$ cat src/hdl/ivm_pkg.sv
// Constants of the interrupt vector map: source indices and word addresses.
// Assumes a core that fetches from a word address on a taken vector.
// How it works
// - Any reset starts execution at word zero
// - External zero to one, external one thirteen
// - Pin change request goes to word two
// - Second timer: three, four, five, seventeen
// - Second timer fault goes to word eighteen
// - First timer: six, fourteen, fifteen, sixteen
// - Serial start seven, wrap eight, nonvolatile nine
// - Comparator to ten, converter done eleven
// - Watchdog time-out goes to word twelve
// - Never dispatch a disabled source, except one disabled in the same cycle the core takes it
package ivm_pkg;
  localparam int IVM_NUM_SRC = 18;
  localparam int IVM_IDX_W = 5;
  localparam int IVM_ADDR_W = 16;

  // Vector numbers, zero being reset
  localparam logic [4:0] IDX_RESET = 5'h00;
  localparam logic [4:0] IDX_EXT_ZERO = 5'h01;
  localparam logic [4:0] IDX_PIN_CHANGE = 5'h02;
  localparam logic [4:0] IDX_TB_MATCH_A = 5'h03;
  localparam logic [4:0] IDX_TB_MATCH_B = 5'h04;
  localparam logic [4:0] IDX_TB_OVERFLOW = 5'h05;
  localparam logic [4:0] IDX_TA_OVERFLOW = 5'h06;
  localparam logic [4:0] IDX_SER_START = 5'h07;
  localparam logic [4:0] IDX_SER_WRAP = 5'h08;
  localparam logic [4:0] IDX_NV_READY = 5'h09;
  localparam logic [4:0] IDX_COMPARATOR = 5'h0a;
  localparam logic [4:0] IDX_CONV_DONE = 5'h0b;
  localparam logic [4:0] IDX_WATCHDOG = 5'h0c;
  localparam logic [4:0] IDX_EXT_ONE = 5'h0d;
  localparam logic [4:0] IDX_TA_MATCH_A = 5'h0e;
  localparam logic [4:0] IDX_TA_MATCH_B = 5'h0f;
  localparam logic [4:0] IDX_TA_CAPTURE = 5'h10;
  localparam logic [4:0] IDX_TB_MATCH_D = 5'h11;
  localparam logic [4:0] IDX_TB_FAULT = 5'h12;

  // Program word addresses of the vectors
  localparam logic [15:0] ADDR_RESET = 16'h0000;
  localparam logic [15:0] ADDR_EXT_ZERO = 16'h0001;
  localparam logic [15:0] ADDR_PIN_CHANGE = 16'h0002;
  localparam logic [15:0] ADDR_TB_MATCH_A = 16'h0003;
  localparam logic [15:0] ADDR_TB_MATCH_B = 16'h0004;
  localparam logic [15:0] ADDR_TB_OVERFLOW = 16'h0005;
  localparam logic [15:0] ADDR_TA_OVERFLOW = 16'h0006;
  localparam logic [15:0] ADDR_SER_START = 16'h0007;
  localparam logic [15:0] ADDR_SER_WRAP = 16'h0008;
  localparam logic [15:0] ADDR_NV_READY = 16'h0009;
  localparam logic [15:0] ADDR_COMPARATOR = 16'h000a;
  localparam logic [15:0] ADDR_CONV_DONE = 16'h000b;
  localparam logic [15:0] ADDR_WATCHDOG = 16'h000c;
  localparam logic [15:0] ADDR_EXT_ONE = 16'h000d;
  localparam logic [15:0] ADDR_TA_MATCH_A = 16'h000e;
  localparam logic [15:0] ADDR_TA_MATCH_B = 16'h000f;
  localparam logic [15:0] ADDR_TA_CAPTURE = 16'h0010;
  localparam logic [15:0] ADDR_TB_MATCH_D = 16'h0011;
  localparam logic [15:0] ADDR_TB_FAULT = 16'h0012;
endpackage : ivm_pkg

$ cat src/hdl/ivm_pick.sv
// Lowest-number finder over the pending request vector.
// Assumes bit zero (reset) is never set by the caller.
`timescale 1ns/1ps
module ivm_pick #(
  parameter int NUM_SRC = ivm_pkg::IVM_NUM_SRC
) (
  // Masked pending requests, one bit per vector number
  input wire logic [NUM_SRC:0] pend,
  // Winner
  output logic found,
  output logic [4:0] win_idx
);
  // Scan downward so the lowest set bit is the last one kept
  always_comb begin
    found = 1'b0;
    win_idx = 5'h00;
    for (int i = NUM_SRC; i >= 1; i--) begin
      if (pend[i]) begin
        found = 1'b1;
        win_idx = 5'(i);
      end
    end
  end
endmodule : ivm_pick

$ cat src/hdl/ivm_lut.sv
// Fixed vector number to program word address table.
// Assumes indices above the last vector never reach it.
`timescale 1ns/1ps
module ivm_lut (
  // Vector number in
  input wire logic [4:0] idx,
  // Word address out
  output logic [15:0] addr
);
  // Constant table
  always_comb begin
    case (idx)
      ivm_pkg::IDX_EXT_ZERO: addr = ivm_pkg::ADDR_EXT_ZERO;
      ivm_pkg::IDX_PIN_CHANGE: addr = ivm_pkg::ADDR_PIN_CHANGE;
      ivm_pkg::IDX_TB_MATCH_A: addr = ivm_pkg::ADDR_TB_MATCH_A;
      ivm_pkg::IDX_TB_MATCH_B: addr = ivm_pkg::ADDR_TB_MATCH_B;
      ivm_pkg::IDX_TB_OVERFLOW: addr = ivm_pkg::ADDR_TB_OVERFLOW;
      ivm_pkg::IDX_TA_OVERFLOW: addr = ivm_pkg::ADDR_TA_OVERFLOW;
      ivm_pkg::IDX_SER_START: addr = ivm_pkg::ADDR_SER_START;
      ivm_pkg::IDX_SER_WRAP: addr = ivm_pkg::ADDR_SER_WRAP;
      ivm_pkg::IDX_NV_READY: addr = ivm_pkg::ADDR_NV_READY;
      ivm_pkg::IDX_COMPARATOR: addr = ivm_pkg::ADDR_COMPARATOR;
      ivm_pkg::IDX_CONV_DONE: addr = ivm_pkg::ADDR_CONV_DONE;
      ivm_pkg::IDX_WATCHDOG: addr = ivm_pkg::ADDR_WATCHDOG;
      ivm_pkg::IDX_EXT_ONE: addr = ivm_pkg::ADDR_EXT_ONE;
      ivm_pkg::IDX_TA_MATCH_A: addr = ivm_pkg::ADDR_TA_MATCH_A;
      ivm_pkg::IDX_TA_MATCH_B: addr = ivm_pkg::ADDR_TA_MATCH_B;
      ivm_pkg::IDX_TA_CAPTURE: addr = ivm_pkg::ADDR_TA_CAPTURE;
      ivm_pkg::IDX_TB_MATCH_D: addr = ivm_pkg::ADDR_TB_MATCH_D;
      ivm_pkg::IDX_TB_FAULT: addr = ivm_pkg::ADDR_TB_FAULT;
      default: addr = ivm_pkg::ADDR_RESET;
    endcase
  end
endmodule : ivm_lut

$ cat src/hdl/ivm_map.sv
// Interrupt vector map: picks one enabled request and offers its vector
// address to the core fetch logic; acknowledges the source when taken.
// Assumes request lines come from peripheral logic on ref_clk, held high
// until acknowledged, and a core that pulses core_accept to take a vector.
`timescale 1ns/1ps
module ivm_map #(
  parameter int NUM_SRC = ivm_pkg::IVM_NUM_SRC
) (
  // Clock and reset
  input wire logic ref_clk,
  input wire logic resetn,
  // Request lines from the sources
  input wire logic ext_request_zero,
  input wire logic pin_change_request,
  input wire logic timer_b_match_a,
  input wire logic timer_b_match_b,
  input wire logic timer_b_overflow,
  input wire logic timer_a_overflow,
  input wire logic serial_if_start_seen,
  input wire logic serial_if_counter_wrap,
  input wire logic nv_data_ready,
  input wire logic comparator_event,
  input wire logic converter_done,
  input wire logic watchdog_timeout,
  input wire logic ext_request_one,
  input wire logic timer_a_match_a,
  input wire logic timer_a_match_b,
  input wire logic timer_a_capture_event,
  input wire logic timer_b_match_d,
  input wire logic timer_b_fault,
  // Enables: global, and one per vector number (bit 0 unused)
  input wire logic global_int_enable,
  input wire logic [NUM_SRC:0] src_enable,
  // Core side
  input wire logic core_accept,
  output logic vector_valid,
  output logic [15:0] vector_addr,
  output logic [4:0] vector_num,
  // Acknowledge to the sources, one per vector number (bit 0 unused)
  output logic [NUM_SRC:0] src_ack
);
  typedef enum logic [1:0] {ST_BOOT, ST_IDLE, ST_OFFER} ivm_state_t;

  ivm_state_t state;
  ivm_state_t next_state;
  logic next_vector_valid;
  logic [15:0] next_vector_addr;
  logic [4:0] next_vector_num;
  logic [NUM_SRC:0] next_src_ack;
  logic [NUM_SRC:0] req;
  logic [NUM_SRC:0] pend;
  logic found;
  logic [4:0] win_idx;
  logic [15:0] win_addr;

  // Gather request lines by vector number
  always_comb begin
    req = '0;
    req[ivm_pkg::IDX_EXT_ZERO] = ext_request_zero;
    req[ivm_pkg::IDX_PIN_CHANGE] = pin_change_request;
    req[ivm_pkg::IDX_TB_MATCH_A] = timer_b_match_a;
    req[ivm_pkg::IDX_TB_MATCH_B] = timer_b_match_b;
    req[ivm_pkg::IDX_TB_OVERFLOW] = timer_b_overflow;
    req[ivm_pkg::IDX_TA_OVERFLOW] = timer_a_overflow;
    req[ivm_pkg::IDX_SER_START] = serial_if_start_seen;
    req[ivm_pkg::IDX_SER_WRAP] = serial_if_counter_wrap;
    req[ivm_pkg::IDX_NV_READY] = nv_data_ready;
    req[ivm_pkg::IDX_COMPARATOR] = comparator_event;
    req[ivm_pkg::IDX_CONV_DONE] = converter_done;
    req[ivm_pkg::IDX_WATCHDOG] = watchdog_timeout;
    req[ivm_pkg::IDX_EXT_ONE] = ext_request_one;
    req[ivm_pkg::IDX_TA_MATCH_A] = timer_a_match_a;
    req[ivm_pkg::IDX_TA_MATCH_B] = timer_a_match_b;
    req[ivm_pkg::IDX_TA_CAPTURE] = timer_a_capture_event;
    req[ivm_pkg::IDX_TB_MATCH_D] = timer_b_match_d;
    req[ivm_pkg::IDX_TB_FAULT] = timer_b_fault;
  end

  // Only enabled sources count as pending; reset slot never pends
  always_comb begin
    pend = req & src_enable & {(NUM_SRC + 1){global_int_enable}};
    pend[0] = 1'b0;
  end

  // Lowest pending number and its address
  ivm_pick #(
    .NUM_SRC(NUM_SRC)
  ) u_pick (
    .pend(pend),
    .found(found),
    .win_idx(win_idx)
  );

  ivm_lut u_lut (
    .idx(win_idx),
    .addr(win_addr)
  );

  // Dispatch sequencing: boot vector, then offer and withdraw interrupts
  always_comb begin
    next_state = state;
    next_vector_valid = vector_valid;
    next_vector_addr = vector_addr;
    next_vector_num = vector_num;
    next_src_ack = '0;
    case (state)
      ST_BOOT: begin
        // Reset vector offered until the core takes it
        next_vector_valid = 1'b1;
        next_vector_addr = ivm_pkg::ADDR_RESET;
        next_vector_num = ivm_pkg::IDX_RESET;
        if (core_accept) begin
          next_state = ST_IDLE;
          next_vector_valid = 1'b0;
        end
      end
      ST_IDLE: begin
        if (found) begin
          next_state = ST_OFFER;
          next_vector_valid = 1'b1;
          next_vector_addr = win_addr;
          next_vector_num = win_idx;
        end
      end
      ST_OFFER: begin
        if (core_accept) begin
          // Taken: acknowledge the offered source, clearing its flag
          next_src_ack[vector_num] = 1'b1;
          next_state = ST_IDLE;
          next_vector_valid = 1'b0;
        end else if (!found) begin
          // Disabled or dropped before taken: withdraw the offer
          next_state = ST_IDLE;
          next_vector_valid = 1'b0;
        end else if (win_idx != vector_num) begin
          // A lower number arrived or the offered one went away
          next_vector_addr = win_addr;
          next_vector_num = win_idx;
        end
      end
      default: begin
        next_state = ST_IDLE;
        next_vector_valid = 1'b0;
      end
    endcase
  end

  // State and output registers; reset vector shows from reset on
  always_ff @(posedge ref_clk or negedge resetn) begin
    if (!resetn) begin
      state <= ST_BOOT;
      vector_valid <= 1'b1;
      vector_addr <= ivm_pkg::ADDR_RESET;
      vector_num <= ivm_pkg::IDX_RESET;
      src_ack <= '0;
    end else begin
      state <= next_state;
      vector_valid <= next_vector_valid;
      vector_addr <= next_vector_addr;
      vector_num <= next_vector_num;
      src_ack <= next_src_ack;
    end
  end

  // Checks
  logic [NUM_SRC:0] below_mask;
  always_comb begin
    below_mask = '0;
    for (int i = 0; i <= NUM_SRC; i++) begin
      if (5'(i) < win_idx) begin
        below_mask[i] = 1'b1;
      end
    end
  end

  // Reset and the boot offer
  a_reset_vector_zero: assert property (
    @(posedge ref_clk)
    $rose(resetn) |-> vector_valid && vector_addr == 16'h0000)
    else $error("reset vector not at word zero");
  a_boot_offer: assert property (
    @(posedge ref_clk) disable iff (!resetn)
    state == ST_BOOT
    |-> vector_valid && vector_num == 5'h00 && vector_addr == 16'h0000)
    else $error("boot state not offering word zero");
  a_boot_no_ack: assert property (
    @(posedge ref_clk) disable iff (!resetn)
    state == ST_BOOT && core_accept
    |=> state == ST_IDLE && !vector_valid && src_ack == '0)
    else $error("boot vector take misbehaved");

  // Fixed word addresses of the offered vectors
  a_ext_vectors: assert property (
    @(posedge ref_clk) disable iff (!resetn)
    vector_valid && state == ST_OFFER &&
    (vector_num == 5'h01 || vector_num == 5'h0d)
    |-> vector_addr == (vector_num == 5'h01 ? 16'h0001 : 16'h000d))
    else $error("external request vector address wrong");
  a_addr_pairs_num: assert property (
    @(posedge ref_clk) disable iff (!resetn)
    vector_valid |-> vector_addr == {11'h000, vector_num})
    else $error("vector address and number disagree");
  a_pin_change_vec: assert property (
    @(posedge ref_clk) disable iff (!resetn)
    state == ST_IDLE && found && win_idx == 5'h02
    |=> vector_valid && vector_addr == 16'h0002)
    else $error("pin change vector address wrong");
  a_timer_b_vecs: assert property (
    @(posedge ref_clk) disable iff (!resetn)
    state == ST_OFFER && vector_num inside {5'h03, 5'h04, 5'h05, 5'h11}
    |-> vector_addr == {11'h000, vector_num})
    else $error("second timer vector address wrong");
  a_fault_vector: assert property (
    @(posedge ref_clk) disable iff (!resetn)
    state == ST_OFFER && vector_num == 5'h12
    |-> vector_addr == 16'h0012)
    else $error("fault vector address wrong");
  a_table_end: assert property (
    @(posedge ref_clk) disable iff (!resetn)
    vector_num <= 5'h12)
    else $error("vector number beyond the last entry");
  a_timer_a_vecs: assert property (
    @(posedge ref_clk) disable iff (!resetn)
    state == ST_OFFER && vector_num inside {5'h06, 5'h0e, 5'h0f, 5'h10}
    |-> vector_addr == {11'h000, vector_num})
    else $error("first timer vector address wrong");
  a_serial_nv_vecs: assert property (
    @(posedge ref_clk) disable iff (!resetn)
    state == ST_OFFER && vector_num inside {5'h07, 5'h08, 5'h09}
    |-> vector_addr == {11'h000, vector_num})
    else $error("serial or nonvolatile vector address wrong");
  a_analog_vecs: assert property (
    @(posedge ref_clk) disable iff (!resetn)
    state == ST_OFFER && vector_num inside {5'h0a, 5'h0b}
    |-> vector_addr == {11'h000, vector_num})
    else $error("comparator or converter vector address wrong");
  a_watchdog_vec: assert property (
    @(posedge ref_clk) disable iff (!resetn)
    state == ST_IDLE && found && win_idx == 5'h0c
    |=> vector_addr == 16'h000c)
    else $error("watchdog vector address wrong");

  // Only enabled pending sources are offered; others are withdrawn
  a_ack_enabled_only: assert property (
    @(posedge ref_clk) disable iff (!resetn)
    (src_ack != '0) |-> ($past(pend) & src_ack) == src_ack)
    else $error("acknowledge for a source that was not enabled");
  a_offer_needs_pend: assert property (
    @(posedge ref_clk) disable iff (!resetn)
    state == ST_OFFER && vector_valid |-> $past(found))
    else $error("vector offered with nothing enabled pending");
  a_pend_gated: assert property (
    @(posedge ref_clk) disable iff (!resetn)
    found |-> global_int_enable && src_enable[win_idx] && req[win_idx])
    else $error("disabled source counted as pending");
  a_idle_quiet: assert property (
    @(posedge ref_clk) disable iff (!resetn)
    state == ST_IDLE |-> !vector_valid)
    else $error("vector offered while idle");
  a_withdraw: assert property (
    @(posedge ref_clk) disable iff (!resetn)
    state == ST_OFFER && !core_accept && !found
    |=> !vector_valid && src_ack == '0)
    else $error("offer not withdrawn after its source went away");
  a_valid_holds: assert property (
    @(posedge ref_clk) disable iff (!resetn)
    vector_valid && !core_accept && found |=> vector_valid)
    else $error("offer dropped while still pending and not taken");

  // Taking a vector acknowledges exactly its source for one cycle
  a_take_acks: assert property (
    @(posedge ref_clk) disable iff (!resetn)
    state == ST_OFFER && core_accept
    |=> !vector_valid && src_ack[vector_num])
    else $error("taken vector not acknowledged");
  a_ack_one_hot: assert property (
    @(posedge ref_clk) disable iff (!resetn)
    src_ack != '0 |-> $onehot(src_ack) && !src_ack[0] && !vector_valid)
    else $error("acknowledge not a single interrupt source");
  a_ack_pulse: assert property (
    @(posedge ref_clk) disable iff (!resetn)
    src_ack != '0 |=> src_ack == '0)
    else $error("acknowledge longer than one cycle");

  // Lowest pending number first, replaced live by a lower one
  a_lowest_first: assert property (
    @(posedge ref_clk) disable iff (!resetn)
    found |-> (pend & below_mask) == '0 && pend[win_idx])
    else $error("winner is not the lowest pending number");
  a_offer_from_idle: assert property (
    @(posedge ref_clk) disable iff (!resetn)
    state == ST_IDLE && found
    |=> vector_valid && vector_num == $past(win_idx) &&
    vector_addr == {11'h000, $past(win_idx)})
    else $error("idle offer is not the lowest pending vector");
  a_replace_lower: assert property (
    @(posedge ref_clk) disable iff (!resetn)
    state == ST_OFFER && !core_accept && found && win_idx < vector_num
    |=> vector_valid && vector_num == $past(win_idx))
    else $error("lower pending vector did not replace the offer");
  a_offer_kept: assert property (
    @(posedge ref_clk) disable iff (!resetn)
    state == ST_OFFER && !core_accept && found && win_idx == vector_num
    |=> vector_valid && $stable(vector_num) && $stable(vector_addr))
    else $error("standing offer changed without cause");
endmodule : ivm_map

$ cat config.mk
export PLATFORM = sky130hd
export DESIGN_NAME = ivm_map
export DESIGN_NICKNAME = d
export VERILOG_FILES = /design/src/hdl/ivm_pkg.sv /design/src/hdl/ivm_pick.sv /design/src/hdl/ivm_lut.sv /design/src/hdl/ivm_map.sv
export SDC_FILE = /design/constraint.sdc
export NUM_CORES = 1
export LEC_CHECK = 0
export ABC_AREA = 1
export BUFFER_PORTS_ARGS = -buffer_cell sky130_fd_sc_hd__buf_2
export CORE_MARGIN = 3
export CORE_UTILIZATION = 46
export DETAILED_ROUTE_END_ITERATION = 8
export PLACE_DENSITY = 0.79
export SLEW_MARGIN = 10
export SYNTH_ARGS = -nofsm -noshare
export SYNTH_HDL_FRONTEND = slang
export SYNTH_SLANG_ARGS = --single-unit
$ cat constraint.sdc
create_clock -name ref_clk -period 1.5 [get_ports ref_clk]
set_input_delay 0.225 -clock ref_clk [delete_from_list [all_inputs] [get_ports ref_clk]]
set_output_delay 0.225 -clock ref_clk [all_outputs]
set_load 0.01 [all_outputs]
==> impl_metrics.tcl, run 1 <==
set metrics [dict create \
    status "complete, but fails checks" \
    violations_in_the_final_reports "setup timing" \
    timing.critical_path.cells "buf_16 -> buf_16 -> nand3_4 -> nand2_2 -> o31ai_2 -> nand2_1 -> xor2_1 -> nand3_1 -> nor2_1 -> nand3_2 -> nand2_2 -> nand2_4 -> nand3_1 -> nand2_1" \
    grt_start_max_net_pins 33 \
    leak_uw 0.00151 \
    placementRows 21 \
    clock_tree.root_cell "clkbuf_8" \
    clock_sinks 32 \
    timing.critical_path.buf_inv 2 \
    timing_worst_slew_pin_value_ns 0.667 \
    effective_utilization_at_floorplan 0.502 \
    cap_viol_max_count 0 \
    io-pin-count 82 \
    cts_max_level 2 \
    critical_path_capture_point_type "flop" \
    grt_overflow 0 \
    hold_viol 0 \
    placeableCoreArea_mm2 0.00352 \
    place_ws_ns -0.574 \
    synthDominantAreaCellType "dfrtp_1" \
    postSynthAreaPerCell_um2 8.53 \
    setup.reg_to_reg.worst_slack_ns -0.05 \
    dieHeight_um 68.0 \
    final-seq-area_um2 802 \
    worst_r2r_startpoint "state[1]$_DFFE_PN0P_" \
    synthDominantCellAreaShare 0.439 \
    power.density_cell_area_mw_per_mm2 1290 \
    n_antenna_cell 0 \
    synth_enable_flop_cells 0 \
    max_freq_mhz 579 \
    setup_slack_ns -0.228 \
    cts.clk_slew.worst_paths_ns 0.06 \
    dr.pass1.iters 5 \
    ys_ff_latch 32 \
    worst-endpoint-arrival_ns 1.90 \
    min_period_over_period 1.15 \
    tritoncts "yes" \
    grt_first_pass_wirelength_mm 6.89 \
    critPathMaxStageDelay_ns 0.28 \
    route.detailed.vias_per_inst 4.73 \
    cp_data_required_time_ns 1.67 \
    growth_of_design_area_from_synthesis_to_finish_pct 52.1 \
    drt.antenna.violating_nets 0 \
    ys_warn_count 0 \
    portBuffers 69 \
    timing.clock.skew_ns 0.00714 \
    worst_skew_pair.late_latency_ns 0.28 \
    synthesis.instances 207 \
    synth_ff_type "dfrtp_1" \
    synth.cells.most_frequent "53 x nand2_1, 31 x dfrtp_1, 29 x nor2_1" \
    unrepaired_setup_endpoints_after_global_routing "yes" \
    place_congestion 0.918 \
    min_delay_worst_endpoint "src_ack[15]$_DFF_PN0_" \
    worst_setup_path_start_kind "input port" \
    min-delay-path-class "input port to flop" \
    clock_power_share 0.226 \
    crit_type "input port to flop" \
    ys_top_cells_by_area "dfrtp_1 44%, nand2_1 11%, nand3_2 6.8%" \
    ys_async_sr_fraction 1.00 \
    part_of_the_total_power_dissipated_in_sequential_elements 0.325 \
    crit_family "simple AND/OR/NAND/NOR gates" \
    share_of_final_layout_standard_cells_stronger_than_drive_strength_1 0.500 \
    ir_worst_vdd_mv 0.571 \
    die_area_mm2 0.00462 \
    regToRegEndpoint "state[0]$_DFFE_PN0P_" \
    total_internal_power_uw 2140 \
    dpl.hpwl_mm 3.12 \
    yosys.cell_count.top_type "nand2_1" \
    worstHoldStart "core_accept" \
    multi_input_comb_area_um2 971 \
    final_max_slew_viol_count 0 \
    track_usage 0.196 \
    synth.cell_area_mm2 0.00177 \
    swShare 0.383 \
    chipWidth_um 68.0 \
    pwr-share-comb 0.449 \
    ctsLongestPathBuffers 2 \
    ys_seq_area_frac 0.454 \
    drt-total-wl_mm 4.34 \
    r2r_cells 8 \
    final.setup.tns_ns -2.49 \
    initial_antenna_violation_count 0 \
    drt_drc_violations_left 0 \
    synth.distinct_cells 26 \
    cp_slowest_cell "o31ai_2" \
    final-setup-viol-count 13 \
    routed_wire_length_per_instance_um 12.0 \
    power.switching_uw 1330 \
    final.min_clock_period_ns 1.73 \
    final.fill_count 263 \
    timing.slew.headroom 0.555 \
    first_global_vias 1628 \
    cts_bufs_inserted 5 \
    worst_hold_path.num_cells 3 \
    critPathMaxFanout 7 \
    drt-initial-drc-count 67 \
    route.vias.total 1713 \
    number_of_nets_at_the_end_of_the_flow 360 \
]
[layout make-up]
type / instances / share of cell area
timing repair buffer: 103 / 0.254
clock inverter: 2 / 0.0130
clock buffer: 6 / 0.0270
sequential: 32 / 0.299
multi-input combinational: 157 / 0.361
tap: 46 / 0.0214
inverter: 16 / 0.0242
[registers in the layout, summed over array words and instances, names as in the netlist]
| signal | count |
|---|---|
| vector_addr | 5 |
| state | 2 |
| vector_valid | 1 |
| vector_num | 5 |
| src_ack | 19 |
[cell families after synthesis]
logic type / after synthesis / synth area share
DFF: 32 / 0.454
other: 1 / 0.00212
buffers and inverters: 29 / 0.0984
xor gates and xnor gates: 4 / 0.0198
and+or+nand+nor: 125 / 0.353
AOI/OAI and AO/OA: 12 / 0.0439
adders and majority gates: 4 / 0.0283
[worst max path at each step]
stage,endpoint,slack (ns),cells past startpoint,from
finish,vector_addr[3]$_DFFE_PN0P_,-0.23,14,global_int_enable
CTS,vector_num[0]$_DFFE_PN0P_,-0.18,26,src_enable[17]
global route,vector_addr[4]$_DFFE_PN0P_,-0.40,26,global_int_enable
global placement,vector_addr[1]$_DFFE_PN0P_,-0.55,26,global_int_enable
floorplan,vector_num[3]$_DFFE_PN0P_,-0.22,17,global_int_enable
detailed placement,vector_num[0]$_DFFE_PN0P_,-0.57,26,global_int_enable
[timing repair]
| action | 4_1_cts | 5_1_grt |
|---|---|---|
| endpoints found under the hold margin | 31 | 0 |
| endpoints found under the setup margin | 13 | 13 |
| hold buffers | 1 | 0 |
| setup buffers | 3 | 2 |
| gates resized for setup | 22 | 20 |
| pin swaps | 17 | 19 |
| gates cloned | 3 | 0 |
[worst min-delay path: stages]
cell and delay [ns]:
buf_2 0.14, nand4_1 0.15, nor2_1 0.06
[placed cells by master (no fill, tap or decap), types with 2 or more instances in the layout]
cell and count:
inv_1 12, buf_4 30, nand2_4 4, nand3_4 4, nand3_2 10, clkbuf_8 5, a21oi_1 4, o21bai_1 2
nand2_1 39, xor2_1 4, nand4_1 4, buf_12 2, nor2_2 2, nor2_4 4, buf_2 66, nand2_2 14
inv_2 3, a21oi_2 2, nor2_1 26, nand3_1 17, buf_6 2, dfrtp_1 31, buf_16 2, ha_1 4
conb_1 11
[per-layer routing]
metal	global-route usage	share of wire	vias up	routed length [µm]
met2	0.365	0.54	70	2320
met4	0.0645	0.016	0	68
met1	0.212	0.38	779	1630
met3	0.0542	0.072	8	314
met5	0	0	-	0
li1	-	-	856	-
[stage by stage]
| step | power [µW] | hold slack [ns] | area, µm² | util | cells |
|---|---|---|---|---|---|
| 2_1_floorplan | 1960 | -0.0706 | 1810 | - | 217 |
| 3_3_place_gp | 2400 | 0.287 | 2300 | 0.654 | 345 |
| 3_5_place_dp | 2430 | 0.293 | 2300 | 0.654 | 345 |
| 4_1_cts | 3380 | 0.316 | 2600 | 0.739 | 360 |
| 5_1_grt | 3720 | 0.367 | 2690 | 0.763 | 362 |
| 6_report | 3460 | 0.333 | 2690 | 0.763 | 362 |
[power groups by stage]
stage,sequential (µW),clock [µW],combinational (µW)
3_5_place_dp,1130,0,1300
3_3_place_gp,1130,0,1270
6_report,1130,782,1560
5_1_grt,1150,843,1740
4_1_cts,1120,803,1460
2_1_floorplan,1200,0,767
Power figures use the tool's default switching activity.
==> run 2, diff against run 1 <==
--- a/config.mk
+++ b/config.mk
@@ -8,9 +8,10 @@
 export ABC_AREA = 1
 export BUFFER_PORTS_ARGS = -buffer_cell sky130_fd_sc_hd__buf_2
 export CORE_MARGIN = 3
-export CORE_UTILIZATION = 46
+export CORE_UTILIZATION = 40
 export DETAILED_ROUTE_END_ITERATION = 8
-export PLACE_DENSITY = 0.79
+export PLACE_DENSITY = 0.77
+export SKIP_CTS_REPAIR_TIMING = 1
 export SLEW_MARGIN = 10
 export SYNTH_ARGS = -nofsm -noshare
 export SYNTH_HDL_FRONTEND = slang
==> impl_metrics.tcl, run 2 (same netlist as run 1, synthesis figures left out) <==
set metrics [dict create \
    status "complete, but fails checks" \
    violations_in_the_final_reports "hold timing, setup timing" \
    effective_utilization_at_floorplan 0.426 \
    unrepaired_setup_endpoints_after_global_routing "yes" \
    met3_usage 0.0429 \
    placeableCoreArea_mm2 0.00414 \
    final_max_slew_viol_count 0 \
    met2_usage 0.284 \
    number_of_nets_at_the_end_of_the_flow 358 \
    track_usage 0.166 \
    route.vias.total 1714 \
    cp_slowest_cell "nand2_4" \
    cts.clk_slew.worst_paths_ns 0.07 \
    placementRows 23 \
    reg_top3 "src_ack (19), vector_addr (5), vector_num (5)" \
    drt-initial-drc-count 64 \
    clock_tree.root_cell "clkbuf_8" \
    dieHeight_um 72.5 \
    share_of_final_layout_standard_cells_stronger_than_drive_strength_1 0.532 \
    grt.busiest_layer "met2" \
    portBuffers 69 \
    drt_drc_violations_left 0 \
    timing_worst_slew_pin_value_ns 0.699 \
    layout.cells.most_common "buf_2" \
    grt_first_pass_wirelength_mm 6.86 \
    mostFrequentLayoutCells "66 x buf_2, 35 x nand2_1, 31 x dfrtp_1" \
    cts_max_level 2 \
    ctsLongestPathBuffers 2 \
    critical_path.most_common_cell "nand2_1" \
    first_global_vias 1578 \
    routed_wire_length_per_instance_um 12.1 \
    chipWidth_um 72.5 \
    dr.pass1.iters 4 \
    power.density_cell_area_mw_per_mm2 1300 \
    crit_type "input port to flop" \
    n_antenna_cell 0 \
    cts_bufs_inserted 5 \
    final-setup-viol-count 12 \
    flip_flop_count_of_the_largest_register_all_copies_and_words_added 19 \
    initial_antenna_violation_count 0 \
    hold_viol 31 \
    dpl.hpwl_mm 3.16 \
    final.setup.tns_ns -2.48 \
    grt_overflow 0 \
    timing.clock.skew_ns 0.00784 \
    io-pin-count 82 \
    min_period_over_period 1.18 \
    growth_of_design_area_from_synthesis_to_finish_pct 53.8 \
    critical_path_capture_point_type "flop" \
    tritoncts "yes" \
    place_congestion 0.806 \
    met1_usage_grt 0.202 \
    registers.top_by_ff_count "src_ack" \
    cp_data_required_time_ns 1.67 \
    cap_viol_max_count 0 \
    r2r_cells 6 \
    timing.slew.headroom 0.534 \
    power.total_uw 3530 \
    drt.antenna.violating_nets 0 \
    leak_uw 0.00151 \
    critPathMaxStageDelay_ns 0.13 \
    whs_ns -0.0138 \
    die_area_mm2 0.00525 \
    final_area_mm2 0.00272 \
    worst-endpoint-arrival_ns 1.94 \
    worst_skew_pair.late_latency_ns 0.28 \
    min-delay-path-class "input port to async pin" \
    grt_start_max_net_pins 33 \
    route.detailed.vias_per_inst 4.71 \
    clock_sinks 32 \
    place_area_mm2 0.00231 \
    max_freq_mhz 565 \
    critPathMaxFanout 7 \
    ir_worst_vdd_mv 0.498 \
    drt-total-wl_mm 4.39 \
    worst_setup_path_start_kind "input port" \
    setup_slack_ns -0.271 \
    final.min_clock_period_ns 1.77 \
]
run 2: cell types whose count changed in the layout (fill, tap and decap cells not counted), moves of 3 or more:
cell     delta
nand2_1     -4
nand2_4     +3
nand3_1     -3
nand3_2     +3
run 2: path summary, 6_finish.rpt:
path / start / endpoint / slack, ns
worst max-delay path: global_int_enable / vector_addr[3]$_DFFE_PN0P_ / -0.27
worst min-delay path: resetn / vector_num[1]$_DFFE_PN0P_ / -0.01
worst max register to register: state[1]$_DFFE_PN0P_ / vector_addr[3]$_DFFE_PN0P_ / -0.21
worst min register to register: vector_addr[4]$_DFFE_PN0P_ / vector_addr[4]$_DFFE_PN0P_ / 0.48
max in group asynchronous: resetn / src_ack[16]$_DFF_PN0_ / 1.06
min in group ref_clk: core_accept / src_ack[3]$_DFF_PN0_ / 0.31
run 2: final cells by class:
type | instances | area, µm²
Fill cell | 325 | 1430
Inverter | 16 | 65.1
Sequential cell | 32 | 802
Timing Repair Buffer | 101 | 664
Tap cell | 50 | 62.6
Clock buffer | 6 | 72.6
Multi-Input combinational cell | 157 | 1020
Clock inverter | 2 | 35.0
run 2: where the power goes:
part           switching, µW  total, µW  internal [µW]  leakage, µW
logic                    937       1580            647      0.00102
clock network            313        806            492    0.0000552
registers                122       1140           1020     0.000432
run 2: critical path, delay by kind of cell:
family                 cells  cell delay [ns]
AND/OR/NAND/NOR           24             1.54
buffers and inverters      2             0.13
run 2: metal layers:
metal | vias up | share of wire
li1 | 859 | -
met2 | 79 | 0.52
met5 | - | 0
met1 | 770 | 0.39
met3 | 6 | 0.085
met4 | 0 | 0.013
run 2: stage by stage:
| stage | worst slack, ns | cells | hold WS (ns) | util |
|---|---|---|---|---|
| 3_5_place_dp | -0.583 | 349 | 0.302 | 0.556 |
| 2_1_floorplan | -0.221 | 217 | -0.0706 | - |
| 4_1_cts | -0.292 | 357 | -0.00710 | 0.582 |
| 5_1_grt | -0.498 | 364 | 0.0544 | 0.656 |
| 6_report | -0.271 | 364 | -0.0138 | 0.656 |
| 3_3_place_gp | -0.512 | 349 | 0.290 | 0.556 |
